`config.mk`:
```
export PLATFORM = sky130hd
export DESIGN_NAME = misc_system_config_regs
export DESIGN_NICKNAME = d
export VERILOG_FILES = /design/src/verilog/misc_cfg_pkg.sv /design/src/verilog/misc_protect_if.sv /design/src/verilog/misc_protect_unit.sv /design/src/verilog/misc_system_config_regs.sv
export SDC_FILE = /design/constraint.sdc
export NUM_CORES = 1
export LEC_CHECK = 0
export ABC_AREA = 1
export ABC_CLOCK_PERIOD_IN_PS = 1600
export BUFFER_PORTS_ARGS = -buffer_cell sky130_fd_sc_hd__buf_2
export CORE_UTILIZATION = 47
export CTS_CLUSTER_SIZE = 25
export DETAILED_ROUTE_END_ITERATION = 6
export GPL_TIMING_DRIVEN = 0
export PLACE_DENSITY = 0.8
export SYNTH_ARGS = -nofsm -noshare
export SYNTH_HDL_FRONTEND = slang
export SYNTH_SLANG_ARGS = --single-unit
```
`constraint.sdc`:
```
create_clock -name sys_clk -period 1.6 [get_ports sys_clk]
set_clock_uncertainty 0.15 [all_clocks]
set_input_delay 0.08 -clock sys_clk [delete_from_list [all_inputs] [get_ports sys_clk]]
set_output_delay 0.08 -clock sys_clk [all_outputs]
set_load 0.01 [all_outputs]
```
`src/verilog/misc_cfg_pkg.sv`:
```
`default_nettype none
package misc_cfg_pkg;

	// Bus geometry: every register takes one 32-bit word at four times its index.
	localparam int          ADDR_W        = 17;
	localparam int          DATA_W        = 32;
	localparam int          IDX_W         = 15;

	// Register word indices.
	localparam logic [14:0] IDX_PRESCALER = 15'h4020;
	localparam logic [14:0] IDX_FLASH     = 15'h5320;
	localparam logic [14:0] IDX_SLOW_OSC  = 15'h5322;
	localparam logic [14:0] IDX_PROTECT   = 15'h5324;
	localparam logic [14:0] IDX_RAM_SIZE  = 15'h5326;

	// Field positions.
	localparam int          PRESC_RUN_BIT   = 0;
	localparam int          PRESC_DBG_BIT   = 1;
	localparam int          SLOW_OSC_BIT    = 0;
	localparam int          DEBUG_SEL_BIT   = 8;
	localparam int          FLASH_RSV_LSB   = 8;
	localparam int          RAM_RSV_LSB     = 4;

	// Values after reset and fixed read values.
	localparam logic        PRESC_RESET     = 1'b0;
	localparam logic        SLOW_OSC_RESET  = 1'b0;
	localparam logic        DEBUG_SEL_RESET = 1'b0;
	localparam logic [2:0]  FLASH_CYC_RESET = 3'h3;
	localparam logic [1:0]  FLASH_RSV_VALUE = 2'h3;
	localparam logic [15:0] PROTECT_RESET   = 16'h0000;
	localparam logic [15:0] UNLOCK_KEY      = 16'h0096;
	localparam logic [2:0]  RAM_RESET_LARGE = 3'h1;
	localparam logic [2:0]  RAM_RESET_SMALL = 3'h2;
	localparam logic [2:0]  RAM_RSV_LARGE   = 3'h1;
	localparam logic [2:0]  RAM_RSV_SMALL   = 3'h2;

	// Debug base addresses chosen by the select bit.
	localparam logic [23:0] DEBUG_BASE_SET  = 24'h000000;
	localparam logic [23:0] DEBUG_BASE_CLR  = 24'hFFFC00;

	// Flash read access codes and the cycle counts they give.
	localparam logic [2:0]  FLASH_CODE_2CYC = 3'h0;
	localparam logic [2:0]  FLASH_CODE_3CYC = 3'h1;
	localparam logic [2:0]  FLASH_CODE_4CYC = 3'h2;
	localparam logic [2:0]  FLASH_CODE_5CYC = 3'h3;
	localparam logic [2:0]  FLASH_CODE_1CYC = 3'h4;

	// Read access lengths in cycles; the reset code gives the five-cycle length.
	localparam logic [2:0]  FLASH_CNT_1CYC  = 3'h1;
	localparam logic [2:0]  FLASH_CNT_2CYC  = 3'h2;
	localparam logic [2:0]  FLASH_CNT_3CYC  = 3'h3;
	localparam logic [2:0]  FLASH_CNT_4CYC  = 3'h4;
	localparam logic [2:0]  FLASH_CNT_5CYC  = 3'h5;

	typedef struct packed {
		logic [15:0] key;
	} protect_s;

	typedef struct packed {
		logic        ack;
		logic [31:0] rdata;
		logic        prescRun;
		logic        prescDbgRun;
		logic [2:0]  flashCycles;
		logic [2:0]  flashCount;
		logic        flashReserved;
		logic        slowOscDbgRun;
		logic        debugSel;
		logic [23:0] debugBase;
		logic [2:0]  ramSize;
	} cfg_s;

endpackage
`default_nettype wire

```
`src/verilog/misc_protect_if.sv`:
```
`timescale 1ns/1ps
`default_nettype none
interface misc_protect_if;
	logic        keyWrite;
	logic [15:0] keyWdata;
	logic [15:0] keyValue;
	logic        unlocked;

	modport bank (output keyWrite, output keyWdata, input keyValue, input unlocked);
	modport unit (input keyWrite, input keyWdata, output keyValue, output unlocked);
endinterface
`default_nettype wire

```
`src/verilog/misc_protect_unit.sv`:
```
`timescale 1ns/1ps
`default_nettype none
module misc_protect_unit (
	// Clock and reset.
	input  wire logic      sys_clk,
	input  wire logic      nrst,
	// Link to the register bank.
	misc_protect_if.unit   keyLink
);
	import misc_cfg_pkg::*;

	protect_s q;
	protect_s d;

	always_comb begin
		d = q;
		if (keyLink.keyWrite) begin
			d.key = keyLink.keyWdata;
		end
	end

	always_ff @(posedge sys_clk or negedge nrst) begin
		if (!nrst) begin
			q.key <= PROTECT_RESET;
		end else begin
			q <= d;
		end
	end

	// Any key other than the unlock value restores protection.
	assign keyLink.keyValue = q.key;
	assign keyLink.unlocked = (q.key == UNLOCK_KEY);
endmodule // misc_protect_unit
`default_nettype wire

```
`src/verilog/misc_system_config_regs.sv`:
```
// Local design decision: the Avalon-MM interface to the registers.
`timescale 1ns/1ps
`default_nettype none
module misc_system_config_regs #(
	// Set to build the smallest variant of the RAM size register.
	parameter bit SMALL_VARIANT = 1'b0
) (
	// Clock and reset.
	input  wire logic                             sys_clk,
	input  wire logic                             nrst,
	// Avalon-MM slave.
	input  wire logic [misc_cfg_pkg::ADDR_W-1:0]  address,
	input  wire logic                             read,
	input  wire logic                             write,
	input  wire logic [3:0]                       byteenable,
	input  wire logic [misc_cfg_pkg::DATA_W-1:0]  writedata,
	output logic      [misc_cfg_pkg::DATA_W-1:0]  readdata,
	output logic                                  waitrequest,
	// Prescaler controls.
	output logic                                  prescalerRun,
	output logic                                  prescalerDebugRun,
	// Flash read timing.
	output logic      [2:0]                       flashReadCycles,
	output logic      [2:0]                       flashReadCycleCount,
	output logic                                  flashCodeReserved,
	// Slow oscillator peripherals.
	output logic                                  slowOscDebugRun,
	// Internal RAM size and debug base.
	output logic      [2:0]                       ramSizeSelect,
	output logic                                  debugBaseSelect,
	output logic      [23:0]                      debugBaseAddr,
	output logic                                  writeUnlocked
);
	import misc_cfg_pkg::*;

	// The variants differ only in the RAM size reset code and the fixed bits 6:4.
	localparam logic [2:0] RAM_RESET = SMALL_VARIANT ? RAM_RESET_SMALL : RAM_RESET_LARGE;
	localparam logic [2:0] RAM_RSV   = SMALL_VARIANT ? RAM_RSV_SMALL : RAM_RSV_LARGE;

	cfg_s           q;
	cfg_s           d;
	misc_protect_if keyLink ();

	logic [IDX_W-1:0] index;
	logic             request;
	logic             accept;
	logic             doWrite;
	logic [15:0]      regWord;
	logic [31:0]      readMux;

	// The key sits in its own unit so further guarded registers can share one lock.
	misc_protect_unit u_protect (
		.sys_clk (sys_clk),
		.nrst    (nrst),
		.keyLink (keyLink)
	);

	// Merges the low two byte lanes of a write into a 16-bit register image.
	function automatic logic [15:0] merge16(input logic [15:0] old, input logic [31:0] wd, input logic [3:0] be);
		logic [15:0] r;
		r = old;
		if (be[0]) begin
			r[7:0] = wd[7:0];
		end
		if (be[1]) begin
			r[15:8] = wd[15:8];
		end
		return r;
	endfunction

	// Cycle count that each flash code gives; reserved codes report the slowest setting.
	function automatic logic [2:0] flashCount(input logic [2:0] code);
		logic [2:0] n;
		n = FLASH_CNT_5CYC;
		unique case (code)
			FLASH_CODE_2CYC: n = FLASH_CNT_2CYC;
			FLASH_CODE_3CYC: n = FLASH_CNT_3CYC;
			FLASH_CODE_4CYC: n = FLASH_CNT_4CYC;
			FLASH_CODE_5CYC: n = FLASH_CNT_5CYC;
			FLASH_CODE_1CYC: n = FLASH_CNT_1CYC;
			default:         n = FLASH_CNT_5CYC;
		endcase
		return n;
	endfunction

	// Address bits 1:0 are ignored; every register is word aligned.
	assign index   = address[ADDR_W-1:2];
	assign request = read | write;
	// One wait cycle on every access keeps read data registered.
	assign accept  = request & q.ack;
	assign doWrite = accept & write;
	assign waitrequest = request & ~q.ack;

	// Current image of the 16-bit register that the address selects.
	always_comb begin
		regWord = 16'h0000;
		unique case (index)
			IDX_PRESCALER: begin
				regWord[PRESC_RUN_BIT] = q.prescRun;
				regWord[PRESC_DBG_BIT] = q.prescDbgRun;
			end
			IDX_FLASH: begin
				regWord[2:0]                         = q.flashCycles;
				// Bits 9:8 hold no storage and always read back as ones.
				regWord[FLASH_RSV_LSB+1:FLASH_RSV_LSB] = FLASH_RSV_VALUE;
			end
			IDX_SLOW_OSC: begin
				regWord[SLOW_OSC_BIT] = q.slowOscDbgRun;
			end
			IDX_PROTECT: begin
				regWord = keyLink.keyValue;
			end
			IDX_RAM_SIZE: begin
				regWord[2:0]                       = q.ramSize;
				regWord[RAM_RSV_LSB+2:RAM_RSV_LSB] = RAM_RSV;
				regWord[DEBUG_SEL_BIT]             = q.debugSel;
			end
			default: begin
				// The vector table words above the RAM size register are not built here.
				regWord = 16'h0000;
			end
		endcase
		readMux = {16'h0000, regWord};
	end

	always_comb begin
		d = q;
		d.ack = request & ~q.ack;
		keyLink.keyWrite = 1'b0;
		keyLink.keyWdata = merge16(keyLink.keyValue, writedata, byteenable);

		// Read data is caught one cycle early so it stands when waitrequest falls.
		if (read && !q.ack) begin
			d.rdata = readMux;
		end

		// Control bits sit in lane zero; lane one carries the debug base select and the key's high byte.
		if (doWrite) begin
			unique case (index)
				IDX_PRESCALER: begin
					if (byteenable[0]) begin
						d.prescRun    = writedata[PRESC_RUN_BIT];
						d.prescDbgRun = writedata[PRESC_DBG_BIT];
					end
				end
				IDX_FLASH: begin
					if (byteenable[0]) begin
						d.flashCycles = writedata[2:0];
					end
				end
				IDX_SLOW_OSC: begin
					if (byteenable[0]) begin
						d.slowOscDbgRun = writedata[SLOW_OSC_BIT];
					end
				end
				IDX_PROTECT: begin
					keyLink.keyWrite = 1'b1;
				end
				IDX_RAM_SIZE: begin
					// A locked bank drops the write without any sign on the bus.
					if (keyLink.unlocked) begin
						// Reserved size codes are kept as written; software owns their meaning.
						if (byteenable[0]) begin
							d.ramSize = writedata[2:0];
						end
						if (byteenable[1]) begin
							d.debugSel = writedata[DEBUG_SEL_BIT];
						end
					end
				end
				default: begin
					d = d;
				end
			endcase
		end

		// Decoded outputs follow the stored code in the same cycle, so they never lag it.
		d.flashCount    = flashCount(d.flashCycles);
		d.flashReserved = (d.flashCycles > FLASH_CODE_1CYC);
		d.debugBase     = d.debugSel ? DEBUG_BASE_SET : DEBUG_BASE_CLR;
	end

	// The key clears with the rest, so the bank always comes out of reset locked.
	always_ff @(posedge sys_clk or negedge nrst) begin
		if (!nrst) begin
			q.ack           <= 1'b0;
			q.rdata         <= 32'h0000_0000;
			q.prescRun      <= PRESC_RESET;
			q.prescDbgRun   <= PRESC_RESET;
			q.flashCycles   <= FLASH_CYC_RESET;
			q.flashCount    <= FLASH_CNT_5CYC;
			q.flashReserved <= 1'b0;
			q.slowOscDbgRun <= SLOW_OSC_RESET;
			q.debugSel      <= DEBUG_SEL_RESET;
			q.debugBase     <= DEBUG_BASE_CLR;
			q.ramSize       <= RAM_RESET;
		end else begin
			q <= d;
		end
	end

	assign readdata            = q.rdata;
	assign prescalerRun        = q.prescRun;
	assign prescalerDebugRun   = q.prescDbgRun;
	assign flashReadCycles     = q.flashCycles;
	assign flashReadCycleCount = q.flashCount;
	assign flashCodeReserved   = q.flashReserved;
	assign slowOscDebugRun     = q.slowOscDbgRun;
	assign ramSizeSelect       = q.ramSize;
	assign debugBaseSelect     = q.debugSel;
	assign debugBaseAddr       = q.debugBase;
	// The unlock flag is a compare on the key flop, so it moves the cycle after a key lands.
	assign writeUnlocked       = keyLink.unlocked;
endmodule // misc_system_config_regs
`default_nettype wire
```
==> qor.txt, run 1 <==
================================================================================
Clk buf depth .....................................................            2
Fin. max-slew vios ................................................            0
H-tree level count ................................................            2
Power Dens Cells ..................................................   606 mW/mm²
Ys flop type ...................................................... sky130_fd_sc_hd__dfrtp_1
Lkg Pwr ...........................................................      2.20 nW
Worst Setup Slack, final ..........................................     -67.2 ps
Clk pin slew, worst setup/hold paths ..............................        80 ps
Die footprint .....................................................  0.00641 mm²
Maximum ir drop on the vdd rail ...................................   0.000451 V
Pin slew with the least headroom to its limit .....................      1030 ps
Category of the most critical setup path .......................... flop to output port
Post-Place Worst Slack ............................................      -392 ps
Starting density of the core ......................................        48.6%
Vertical die dimension ............................................      80.0 µm
Total routing resource utilization after global routing ...........        20.6%
Width of the die ..................................................      80.0 µm
I/O Pins ..........................................................          129
Total of warnings raised by yosys .................................            0
Worst Setup EP .................................................... writeUnlocked
Core region area ..................................................  0.00589 mm²
TritonCTS clock tree ..............................................        built
Antenna viol nets, final ..........................................            0
Post-route minimum period .........................................      1670 ps
Number of antenna violations at the first check in global routing .            0
Sequential area share after synthesis .............................        42.2%
Critical path origin .............................................. u_protect.keyLink.keyValue[9]
Detailed-route DRC error count ....................................            0
Most frequent cells in the layout ................................. sky130_fd_sc_hd__nand2_1 (92), sky130_fd_sc_hd__buf_2 (83), sky130_fd_sc_hd__buf_4 (72), sky130_fd_sc_hd__dfrtp_1 (41), sky130_fd_sc_hd__inv_1 (31)
Maximum clock frequency ...........................................    0.600 GHz
Most common cell after layout, fill and taps aside ................ sky130_fd_sc_hd__nand2_1
Critical path data arrival time ...................................      1440 ps
Via density per instance ..........................................         4.52
Reg-to-reg critical path startpoint ............................... u_protect.keyLink.keyValue[9]
Reg-to-reg setup timing slack .....................................       -40 ps
Total global routing overflow .....................................            0
Worst max-slew margin expressed relative to the limit .............        31.4%
Wire length of the first global-routing pass ......................     10100 µm
Antenna cell count ................................................            0
Number of flops mapped to enable cells by yosys ...................            0
Final wirelength ..................................................      6540 µm
Worst hold path type .............................................. primary input to flop
Count of endpoints failing hold in the final timing report ........            0
Layout cells sized above 1 ........................................        41.1%
DRC marker count from the first detailed-route iteration ..........          210
CTS Root Cell ..................................................... sky130_fd_sc_hd__clkbuf_8
Startpoint types ..................................................         flop
Half-perimeter wire length after placement ........................      4640 µm
End of the worst register-to-register path ........................ ramSizeSelect[1]
Violated checks ................................................... setup timing
Count of state elements after synthesis ...........................           48
Post-synthesis cell area ..........................................  0.00286 mm²
Setup-violating endpoint count in the final report ................            4
Max-cap violations ................................................            0
Total CTS buffers .................................................            5
Critical path cell sequence ....................................... inv_2, nand2_2, nor3_4, nand2_1, nor2_1, buf_2
Cell area after layout ............................................  0.00384 mm²
Latest clock arrival within the worst-skew pair ...................       300 ps
Standard-cell rows ................................................           28
CP required .......................................................      1370 ps
Pre-Repair DR Iteration Count .....................................            4
Synthesized area per cell .........................................     7.95 µm²
Count of placed standard cells including taps .....................          542
Number of global-route vias before repair .........................         2166
Post-DR wirelength/cell ...........................................      11.4 µm
Number of sinks on the clock net ..................................           48
Worst reg-to-reg path cell count ..................................            9
Quantity of I/O buffers inserted on ports .........................           82
Final period utilization ..........................................         104%
Vias after detailed routing .......................................         2592
Placed Area .......................................................  0.00346 mm²
Distinct cell type count after synthesis ..........................           31
Share of synthesized flip-flops with an asynchronous set or reset .         100%
Largest net degree at the start of global routing .................           49
Crit path max fanout ..............................................            3
Setup repair after global routing missed its margin ...............          yes
Net count of the finished layout ..................................          555
Post-Synthesis Cells ..............................................          360
Outcome ........................................................... finished with violations
Routability congestion estimate from global placement .............        0.820
Count of non-filler cells in the finished layout ..................          574
Area growth from synthesis to layout ..............................        34.0%
Slowest stage cell on the critical path ........................... sky130_fd_sc_hd__dfrtp_1
Total Negative Setup Slacks .......................................      -144 ps
Critical Path Sink Type ...........................................  output port
Slowest Stage Delay on Critical Path ..............................       420 ps
================================================================================
[synthesized netlist by cell type, types with 2 or more instances]
master / instances / area [µm²]
sky130_fd_sc_hd__inv_1: 32 / 120
sky130_fd_sc_hd__nand4_1: 4 / 25.0
sky130_fd_sc_hd__a21oi_1: 4 / 20.0
sky130_fd_sc_hd__nor2_1: 26 / 97.6
sky130_fd_sc_hd__and2_1: 2 / 12.5
sky130_fd_sc_hd__o21ai_2: 8 / 70.1
sky130_fd_sc_hd__nor2_2: 3 / 18.8
sky130_fd_sc_hd__o21ai_0: 12 / 60.1
sky130_fd_sc_hd__clkbuf_1: 3 / 11.3
sky130_fd_sc_hd__nor2_4: 3 / 33.8
sky130_fd_sc_hd__nand2_2: 3 / 18.8
sky130_fd_sc_hd__nand2_4: 2 / 22.5
sky130_fd_sc_hd__o21a_1: 2 / 15.0
sky130_fd_sc_hd__o21ai_1: 3 / 15.0
sky130_fd_sc_hd__inv_2: 3 / 11.3
sky130_fd_sc_hd__nand3_1: 27 / 135
sky130_fd_sc_hd__nor3_1: 3 / 15.0
sky130_fd_sc_hd__buf_2: 2 / 10.0
sky130_fd_sc_hd__buf_4: 66 / 495
sky130_fd_sc_hd__dfrtp_1: 42 / 1050
sky130_fd_sc_hd__dfstp_2: 6 / 158
sky130_fd_sc_hd__nand2_1: 95 / 357
[sequential cells by signal, summed over array words and instances, names as in the netlist]
register / cells
ramSizeSelect: 3
q: 1
readdata: 16
debugBaseSelect: 1
prescalerRun: 1
prescalerDebugRun: 1
flashReadCycles: 3
flashCodeReserved: 1
flashReadCycleCount: 3
u_protect.keyLink.keyValue: 16
slowOscDebugRun: 1
debugBaseAddr: 1
[per-stage QoR]
step | hold slack (ps) | utilization [%] | total power, mW
6_report | 66.2 | 65.2 | 2.33
5_1_grt | 110 | 65.2 | 2.44
4_1_cts | 51.6 | 64.5 | 2.34
3_5_place_dp | 164 | 58.8 | 1.56
3_3_place_gp | 158 | 58.8 | 1.55
2_1_floorplan | -366 | - | 1.44
[worst min path at each step]
stage | startpoint | depth (start not counted) | to
floorplan | nrst | 0 | debugBaseSelect
global placement | nrst | 1 | readdata[11]
detailed placement | nrst | 1 | readdata[12]
CTS | address[2] | 6 | slowOscDebugRun
global route | byteenable[1] | 5 | debugBaseAddr[22]
finish | address[4] | 6 | slowOscDebugRun
[report_power, final]
part | internal (mW) | switching (mW)
logic | 0.166 | 0.178
clock network | 0.345 | 0.393
registers | 1.23 | 0.0142
[layout make-up]
class	instances	area, µm²
plain buffers	72	547
clock buffers	6	82.6
clock inverters	2	10.0
fillers	512	2050
inverters	35	131
multi-input cells	229	1110
flip-flops and latches	48	1210
well taps	75	93.8
repair buffers	107	649
[worst max-delay path: cells and delay by family (launching register included)]
kind	cells	cell delay, ps
buffers and inverters	2	220
AND/OR/NAND/NOR	4	500
flip-flops	1	420
[cells by family (layout without fill, tap and decap cells)]
group	count (synthesis)	count (layout)	share of synthesized area, %
flops	48	48	42.2
buf+inv	108	222	23.7
simple gates	172	172	27.1
compound gates	31	31	6.77
other cells	1	26	0.131
[layer usage]
layer  global-route usage [%]  up-vias  routed length [µm]
li1                         -     1308                   -
met1                     26.9     1164                2770
met2                     34.4      106                3220
met3                     4.80       14                 441
met4                     4.82        0                 106
met5                        0        -                   0
[what timing repair did]
action | 4_1_cts | 5_1_grt
endpoints found under the setup margin | 29 | 20
hold buffers | 19 | 0
gates cloned | 0 | 0
resized for setup | 7 | 8
buffers inserted | 4 | 2
pin swaps | 2 | 2
endpoints found under the hold margin | 64 | 0
Note: power is estimated with default switching activity, not from simulation.
==> inputs of run 2 (changes only) <==
- CORE_UTILIZATION: 47 -> 34
- PLACE_DENSITY: 0.8 -> unset
==> run 2 against run 1 <==
Against the previous run: the flow now finishes without violations; global-route usage shrank 5.2 points; critical endpoint unchanged; largest power group unchanged; sequential power is essentially flat; routed wire length shrank 1.8%; first-iteration DRC count shrank 23%; via count shrank 2.9%; die area grew 37%.
==> qor.txt, run 2 (same netlist as run 1, synthesis figures left out) <==
================================================================================
Outcome ........................................................... finished clean   was finished with violations
Via density per instance ..........................................         4.16   was 4.52
Clk pin slew, worst setup/hold paths ..............................        90 ps   was 80 ps
Pin slew with the least headroom to its limit .....................       645 ps   was 1030 ps
Net count of the finished layout ..................................          557   was 555
Largest net degree at the start of global routing .................           49   unchanged
Number of antenna violations at the first check in global routing .            0   unchanged
Count of endpoints failing hold in the final timing report ........            0   unchanged
Power Dens Cells ..................................................   640 mW/mm²   was 606 mW/mm²
Post-Place Worst Slack ............................................      -430 ps   was -392 ps
Number of global-route vias before repair .........................         2296   was 2166
Final period utilization ..........................................        98.0%   was 104%
Half-perimeter wire length after placement ........................      4850 µm   was 4640 µm
Critical Path Sink Type ...........................................  output port   unchanged
H-tree level count ................................................            2   unchanged
I/O Pins ..........................................................          129   unchanged
CTS Root Cell ..................................................... sky130_fd_sc_hd__clkbuf_8   unchanged
DRC marker count from the first detailed-route iteration ..........          162   was 210
Worst max-slew margin expressed relative to the limit .............        57.0%   was 31.4%
Setup repair after global routing missed its margin ...............          yes   unchanged
Post-route minimum period .........................................      1570 ps   was 1670 ps
Final wirelength ..................................................      6420 µm   was 6540 µm
Routability congestion estimate from global placement .............        0.844   was 0.820
Worst hold path type .............................................. primary input to flop   unchanged
Critical path origin .............................................. u_protect.keyLink.keyValue[9]   unchanged
Total routing resource utilization after global routing ...........        15.4%   was 20.6%
Maximum clock frequency ...........................................    0.638 GHz   was 0.600 GHz
Setup-violating endpoint count in the final report ................            0   was 4
Startpoint types ..................................................         flop   unchanged
Total global routing overflow .....................................            0   unchanged
CP required .......................................................      1370 ps   about the same
Number of sinks on the clock net ..................................           48   unchanged
Core region area ..................................................  0.00818 mm²   was 0.00589 mm²
Standard-cell rows ................................................           33   was 28
Worst Setup Slack, final ..........................................      31.6 ps   was -67.2 ps
Fin. max-slew vios ................................................            0   unchanged
Final cell utilization of the core ................................        48.0%   was 65.2%
Vertical die dimension ............................................      93.8 µm   was 80.0 µm
Area growth from synthesis to layout ..............................        37.2%   was 34.0%
Detailed-route DRC error count ....................................            0   unchanged
Maximum ir drop on the vdd rail ...................................   0.000372 V   was 0.000451 V
Die footprint .....................................................  0.00879 mm²   was 0.00641 mm²
Starting density of the core ......................................        35.0%   was 48.6%
Quantity of I/O buffers inserted on ports .........................           82   unchanged
Most common cell after layout, fill and taps aside ................ sky130_fd_sc_hd__nand2_1   unchanged
Instance count along the most critical hold path ..................            6   unchanged
Clk buf depth .....................................................            2   unchanged
Vias after detailed routing .......................................         2518   was 2592
Layout fillers ....................................................          803   was 512
Antenna viol nets, final ..........................................            0   unchanged
Pre-Repair DR Iteration Count .....................................            4   unchanged
Count of placed standard cells including taps .....................          572   was 542
Total CTS buffers .................................................            5   unchanged
Wire length of the first global-routing pass ......................     10600 µm   was 10100 µm
Category of the most critical setup path .......................... flop to output port   unchanged
Post-DR wirelength/cell ...........................................      10.6 µm   was 11.4 µm
Max-cap violations ................................................            0   unchanged
Total power consumption of the routed design ......................      2.51 mW   was 2.33 mW
Antenna cell count ................................................            0   unchanged
Hold path start ...................................................   address[2]   was address[4]
TritonCTS clock tree ..............................................        built   unchanged
Worst reg-to-reg path cell count ..................................            7   was 9
Critical path data arrival time ...................................      1340 ps   was 1440 ps
Crit path max fanout ..............................................            3   unchanged
Latest clock arrival within the worst-skew pair ...................       300 ps   about the same
Lkg Pwr ...........................................................      2.22 nW   was 2.20 nW
Reg-to-reg critical path startpoint ............................... u_protect.keyLink.keyValue[11]   was u_protect.keyLink.keyValue[9]
Count of non-filler cells in the finished layout ..................          606   was 574
Most frequent cells in the layout ................................. sky130_fd_sc_hd__nand2_1 (91), sky130_fd_sc_hd__buf_2 (82), sky130_fd_sc_hd__buf_4 (75), sky130_fd_sc_hd__dfrtp_1 (41), sky130_fd_sc_hd__inv_1 (32)   was sky130_fd_sc_hd__nand2_1 (92), sky130_fd_sc_hd__buf_2 (83), sky130_fd_sc_hd__buf_4 (72), sky130_fd_sc_hd__dfrtp_1 (41), sky130_fd_sc_hd__inv_1 (31)
Width of the die ..................................................      93.8 µm   was 80.0 µm
Hold Worst Slack ..................................................      54.1 ps   was 66.2 ps
Layout cells sized above 1 ........................................        41.5%   was 41.1%
================================================================================
[run 2: path summary, 6_finish.rpt]
kind,slack (ps),endpoint
min in group asynchronous,210,readdata[10]
max in group asynchronous,640,q[70]
setup / recovery,30,writeUnlocked
setup reg to reg,80,ramSizeSelect[1]
hold / removal,50,slowOscDebugRun
hold reg to reg,340,ramSizeSelect[0]
[run 2: metrics by stage]
step	instance area [µm²]	TNS [ps]
global placement	3500	-6140
floorplan	2960	0
global route	3930	-84.3
finish	3930	0
detailed placement	3500	-5990
CTS	3860	0
[run 2: power breakdown]
| group | total (mW) | internal [mW] | switching [mW] |
|---|---|---|---|
| Combinational | 0.341 | 0.167 | 0.174 |
| Sequential | 1.24 | 1.23 | 0.0142 |
| Clock | 0.930 | 0.511 | 0.418 |
| Total | 2.51 | 1.91 | 0.607 |
[run 2: cell type report]
cell class	instances	area [µm²]	area share, %
repair buffers	109	663	16.9
flip-flops and latches	48	1210	30.8
inverters	35	131	3.35
clock buffers	6	82.6	2.10
clock inverters	2	38.8	0.988
multi-input cells	229	1120	28.6
plain buffers	72	547	13.9
well taps	105	131	3.35
[run 2: critical path: stages (launching register included)]
cell,delay (ps)
sky130_fd_sc_hd__dfrtp_1,400
sky130_fd_sc_hd__inv_1,80
sky130_fd_sc_hd__nand2_2,60
sky130_fd_sc_hd__nor3_4,140
sky130_fd_sc_hd__nand2_2,110
sky130_fd_sc_hd__nor2_2,110
sky130_fd_sc_hd__buf_2,140
[run 2: routing by layer]
layer | up-vias | global-route usage, % | wire length [µm]
met4 | 0 | 6.28 | 148
li1 | 1311 | - | -
met3 | 11 | 2.75 | 360
met5 | - | 0 | 0
met2 | 81 | 25.8 | 3020
met1 | 1115 | 19.5 | 2890
[run 2: what timing repair did]
| item | CTS | global route |
|---|---|---|
| hold buffers | 19 | 0 |
| buffers inserted | 2 | 6 |
| setup endpoints to repair | 29 | 23 |
| pin swaps | 3 | 3 |
| gates resized for setup | 10 | 7 |
| endpoints found under the hold margin | 64 | 0 |
==> inputs of run 3 (changes only) <==
- ABC_AREA: 1 -> unset
==> run 3 against run 2 <==
Against the previous run: non-clock buffer count is 4 higher; sequential cell count unchanged; critical path type is now flop to flop; fmax shrank 15%; utilization is 2.6 points higher; routed wire length decreased by 11%; via count down 20%; the flow now finishes with violations (setup timing); sequential power is essentially flat; global-route usage is 0.78 points lower; synthesized area down 7.8%; largest power group unchanged; worst hold slack better by 8.2 ps.
==> qor.txt, run 3 <==
=====================================================================================
Worst Setup Slack, final ...............................................      -246 ps   was 31.6 ps
Post-synthesis share of cell area spent on and, or, nand and nor gates .        12.2%   was 27.1%
Share of the synthesized area in the top cell type .....................        39.8%   was 36.7%
DRC marker count from the first detailed-route iteration ...............           27   was 162
Latest clock arrival within the worst-skew pair ........................       300 ps   about the same
Cell with the most instances after synthesis ........................... sky130_fd_sc_hd__buf_4   was sky130_fd_sc_hd__nand2_1
Combinational family with the most area after synthesis ................ buffers and inverters   was simple AND/OR/NAND/NOR gates
Post-Synthesis Cells ...................................................          229   was 360
Post-synthesis cell area ...............................................  0.00264 mm²   was 0.00286 mm²
Vertical die dimension .................................................      90.1 µm   was 93.8 µm
Share of synthesized flip-flops with an asynchronous set or reset ......         100%   unchanged
Distinct cell type count after synthesis ...............................           42   was 31
Clk buf depth ..........................................................            2   unchanged
Critical path data arrival time ........................................      1890 ps   was 1340 ps
Detailed-route DRC error count .........................................            0   unchanged
Commonest cells in the netlist ......................................... sky130_fd_sc_hd__buf_4 (65), sky130_fd_sc_hd__dfrtp_1 (42), sky130_fd_sc_hd__mux2_2 (23)   was sky130_fd_sc_hd__nand2_1 (95), sky130_fd_sc_hd__buf_4 (66), sky130_fd_sc_hd__dfrtp_1 (42)
Critical Path Sink Type ................................................         flop   was output port
Most frequent cells in the layout ...................................... sky130_fd_sc_hd__buf_2 (80), sky130_fd_sc_hd__buf_4 (75), sky130_fd_sc_hd__dfrtp_1 (42), sky130_fd_sc_hd__conb_1 (26), sky130_fd_sc_hd__mux2_2 (22)   was sky130_fd_sc_hd__nand2_1 (91), sky130_fd_sc_hd__buf_2 (82), sky130_fd_sc_hd__buf_4 (75), sky130_fd_sc_hd__dfrtp_1 (41), sky130_fd_sc_hd__inv_1 (32)
Half-perimeter wire length after placement .............................      4030 µm   was 4850 µm
Worst max-slew margin expressed relative to the limit ..................        29.4%   was 57.0%
Lkg Pwr ................................................................      2.03 nW   was 2.22 nW
Area growth from synthesis to layout ...................................        41.4%   was 37.2%
Final period utilization ...............................................         115%   was 98.0%
Post-Place Worst Slack .................................................      -333 ps   was -430 ps
Sequential area share after synthesis ..................................        45.8%   was 42.2%
Net count of the finished layout .......................................          428   was 557
Width of the die .......................................................      90.1 µm   was 93.8 µm
Standard-cell rows .....................................................           31   was 33
Worst hold path type ................................................... primary input to flop   unchanged
Post-route minimum period ..............................................      1850 ps   was 1570 ps
Total Negative Setup Slacks ............................................     -3790 ps   was 0 ps
Routability congestion estimate from global placement ..................        0.787   was 0.844
FF+latch area ..........................................................  0.00121 mm²   about the same
Power Dens Cells .......................................................   604 mW/mm²   was 640 mW/mm²
TritonCTS clock tree ...................................................        built   unchanged
Layout fillers .........................................................          703   was 803
Total global routing overflow ..........................................            0   unchanged
Fraction of synthesized cell area in xor and xnor cells ................           0%   unchanged
Total power consumption of the routed design ...........................      2.25 mW   was 2.51 mW
Largest area contributor in the synthesized netlist .................... sky130_fd_sc_hd__dfrtp_1   unchanged
Antenna viol nets, final ...............................................            0   unchanged
Max-cap violations .....................................................            0   unchanged
Clk pin slew, worst setup/hold paths ...................................        90 ps   about the same
Maximum ir drop on the vdd rail ........................................   0.000273 V   was 0.000372 V
Number of antenna violations at the first check in global routing ......            0   unchanged
Footprint of the multi-input gates .....................................  0.00105 mm²   was 0.00112 mm²
Die footprint ..........................................................  0.00812 mm²   was 0.00879 mm²
Fraction of synthesized area in multiplexers ...........................        15.2%   was 0%
Vias after detailed routing ............................................         2014   was 2518
Violated checks ........................................................ setup timing
Ys flop type ........................................................... sky130_fd_sc_hd__dfrtp_1   unchanged
Share of the synthesized area in compound gates (AO/OA/AOI/OAI) ........        6.30%   was 6.77%
Top cells by area, synth ............................................... sky130_fd_sc_hd__dfrtp_1 (40%), sky130_fd_sc_hd__buf_4 (18%), sky130_fd_sc_hd__mux2_2 (9.8%)   was sky130_fd_sc_hd__dfrtp_1 (37%), sky130_fd_sc_hd__buf_4 (17%), sky130_fd_sc_hd__nand2_1 (12%)
Category of the most critical setup path ............................... flop to flop   was flop to output port
Core region area .......................................................  0.00737 mm²   was 0.00818 mm²
Post-DR wirelength/cell ................................................      12.2 µm   was 10.6 µm
Number of sinks on the clock net .......................................           48   unchanged
Outcome ................................................................ finished with violations   was finished clean
CTS Root Cell .......................................................... sky130_fd_sc_hd__clkbuf_8   unchanged
I/O Pins ...............................................................          129   unchanged
Number of flops mapped to enable cells by yosys ........................            0   unchanged
Count of state elements after synthesis ................................           48   unchanged
Largest net degree at the start of global routing ......................           49   unchanged
Fin. max-slew vios .....................................................            0   unchanged
Maximum clock frequency ................................................    0.542 GHz   was 0.638 GHz
Via density per instance ...............................................         4.28   was 4.16
Worst reg-to-reg path cell count .......................................            5   was 7
Layout cells sized above 1 .............................................        58.9%   was 41.5%
Number of global-route vias before repair ..............................         1955   was 2296
Antenna cell count .....................................................            0   unchanged
H-tree level count .....................................................            2   unchanged
Instance count along the most critical hold path .......................            5   was 6
Total of warnings raised by yosys ......................................            0   unchanged
Total routing resource utilization after global routing ................        14.6%   was 15.4%
Critical path cell sequence ............................................ nor4bb_2, and4_4, nand4_1, buf_6, mux2_2   was inv_1, nand2_2, nor3_4, nand2_2, nor2_2, buf_2
Final wirelength .......................................................      5730 µm   was 6420 µm
Adder and majority cell fraction of the synthesized area ...............           0%   unchanged
CP required ............................................................      1640 ps   was 1370 ps
Pin slew with the least headroom to its limit ..........................      1060 ps   was 645 ps
Starting density of the core ...........................................        35.8%   was 35.0%
Count of endpoints failing hold in the final timing report .............            0   unchanged
Most common cell after layout, fill and taps aside ..................... sky130_fd_sc_hd__buf_2   was sky130_fd_sc_hd__nand2_1
Total CTS buffers ......................................................            5   unchanged
Slowest stage cell on the critical path ................................ sky130_fd_sc_hd__dfrtp_1   unchanged
Reg-to-reg setup timing slack ..........................................      -250 ps   was 80 ps
Crit path max fanout ...................................................            3   unchanged
Wire length of the first global-routing pass ...........................      9490 µm   was 10600 µm
Pre-Repair DR Iteration Count ..........................................            4   unchanged
Quantity of I/O buffers inserted on ports ..............................           81   was 82
Startpoint types .......................................................         flop   unchanged
Synthesized area per cell ..............................................     11.5 µm²   was 7.95 µm²
Setup-violating endpoint count in the final report .....................           27   was 0
Slowest Stage Delay on Critical Path ...................................       420 ps   was 400 ps
Setup repair after global routing missed its margin ....................          yes   unchanged
=====================================================================================
## run 3: cells by family (layout without fill, tap and decap cells)
logic type | after synthesis | count (layout)
compound gates | 23 | 23
buf+inv | 75 | 193
flops | 48 | 48
mux | 34 | 34
other cells | 1 | 26
simple gates | 48 | 48
## run 3: stage by stage
| step | instances | cell area [µm²] | hold slack (ps) | util (%) |
|---|---|---|---|---|
| finish | 471 | 3730 | 62.3 | 50.6 |
| global route | 471 | 3730 | 71.5 | 50.6 |
| CTS | 467 | 3660 | 40.7 | 49.7 |
| detailed placement | 434 | 3280 | 133 | 44.6 |
| global placement | 434 | 3280 | 126 | 44.6 |
| floorplan | 254 | 2760 | -366 | - |
## run 3: metal layers
| layer | GRT usage [%] | part of all wire, % |
|---|---|---|
| met1 | 18.6 | 43 |
| met2 | 24.5 | 49 |
| met3 | 3.30 | 6.6 |
| met4 | 4.70 | 1.1 |
| met5 | 0 | 0 |
## run 3: path summary, 6_finish.rpt
check	from	to
worst min-delay path	address[14]	readdata[0]
worst max register to register	u_protect.keyLink.keyValue[10]	ramSizeSelect[1]
max in group asynchronous	nrst	ramSizeSelect[1]
worst max-delay path	u_protect.keyLink.keyValue[10]	ramSizeSelect[1]
worst min register to register	readdata[8]	readdata[8]
min in group asynchronous	nrst	q[70]
## run 3: cell type report
type	count	share of cell area [%]
sequential	48	32.4
multi-input combinational	131	28.2
timing repair buffer	114	19.4
buffer	71	14.2
tap	99	3.32
clock buffer	7	2.31
clock inverter	1	0.201
## run 3: where the power goes
group | total, mW | switching, mW | internal [mW]
sequential | 1.22 | 0.00257 | 1.22
clock | 0.752 | 0.400 | 0.351
combinational | 0.283 | 0.137 | 0.146
## run 3: repair_timing
action,CTS,global route
buffers inserted,8,4
resized for setup,13,9
pin swaps,4,7
hold buffers,20,1
setup endpoints to repair,41,40
endpoints found under the hold margin,74,1
## run 3: worst max-delay path: cells and delay by family, from the launching register on
kind / cells / cell delay, ps
flip-flops: 1 / 420
buffers and inverters: 1 / 170
multiplexers: 1 / 260
AND/OR/NAND/NOR: 3 / 730
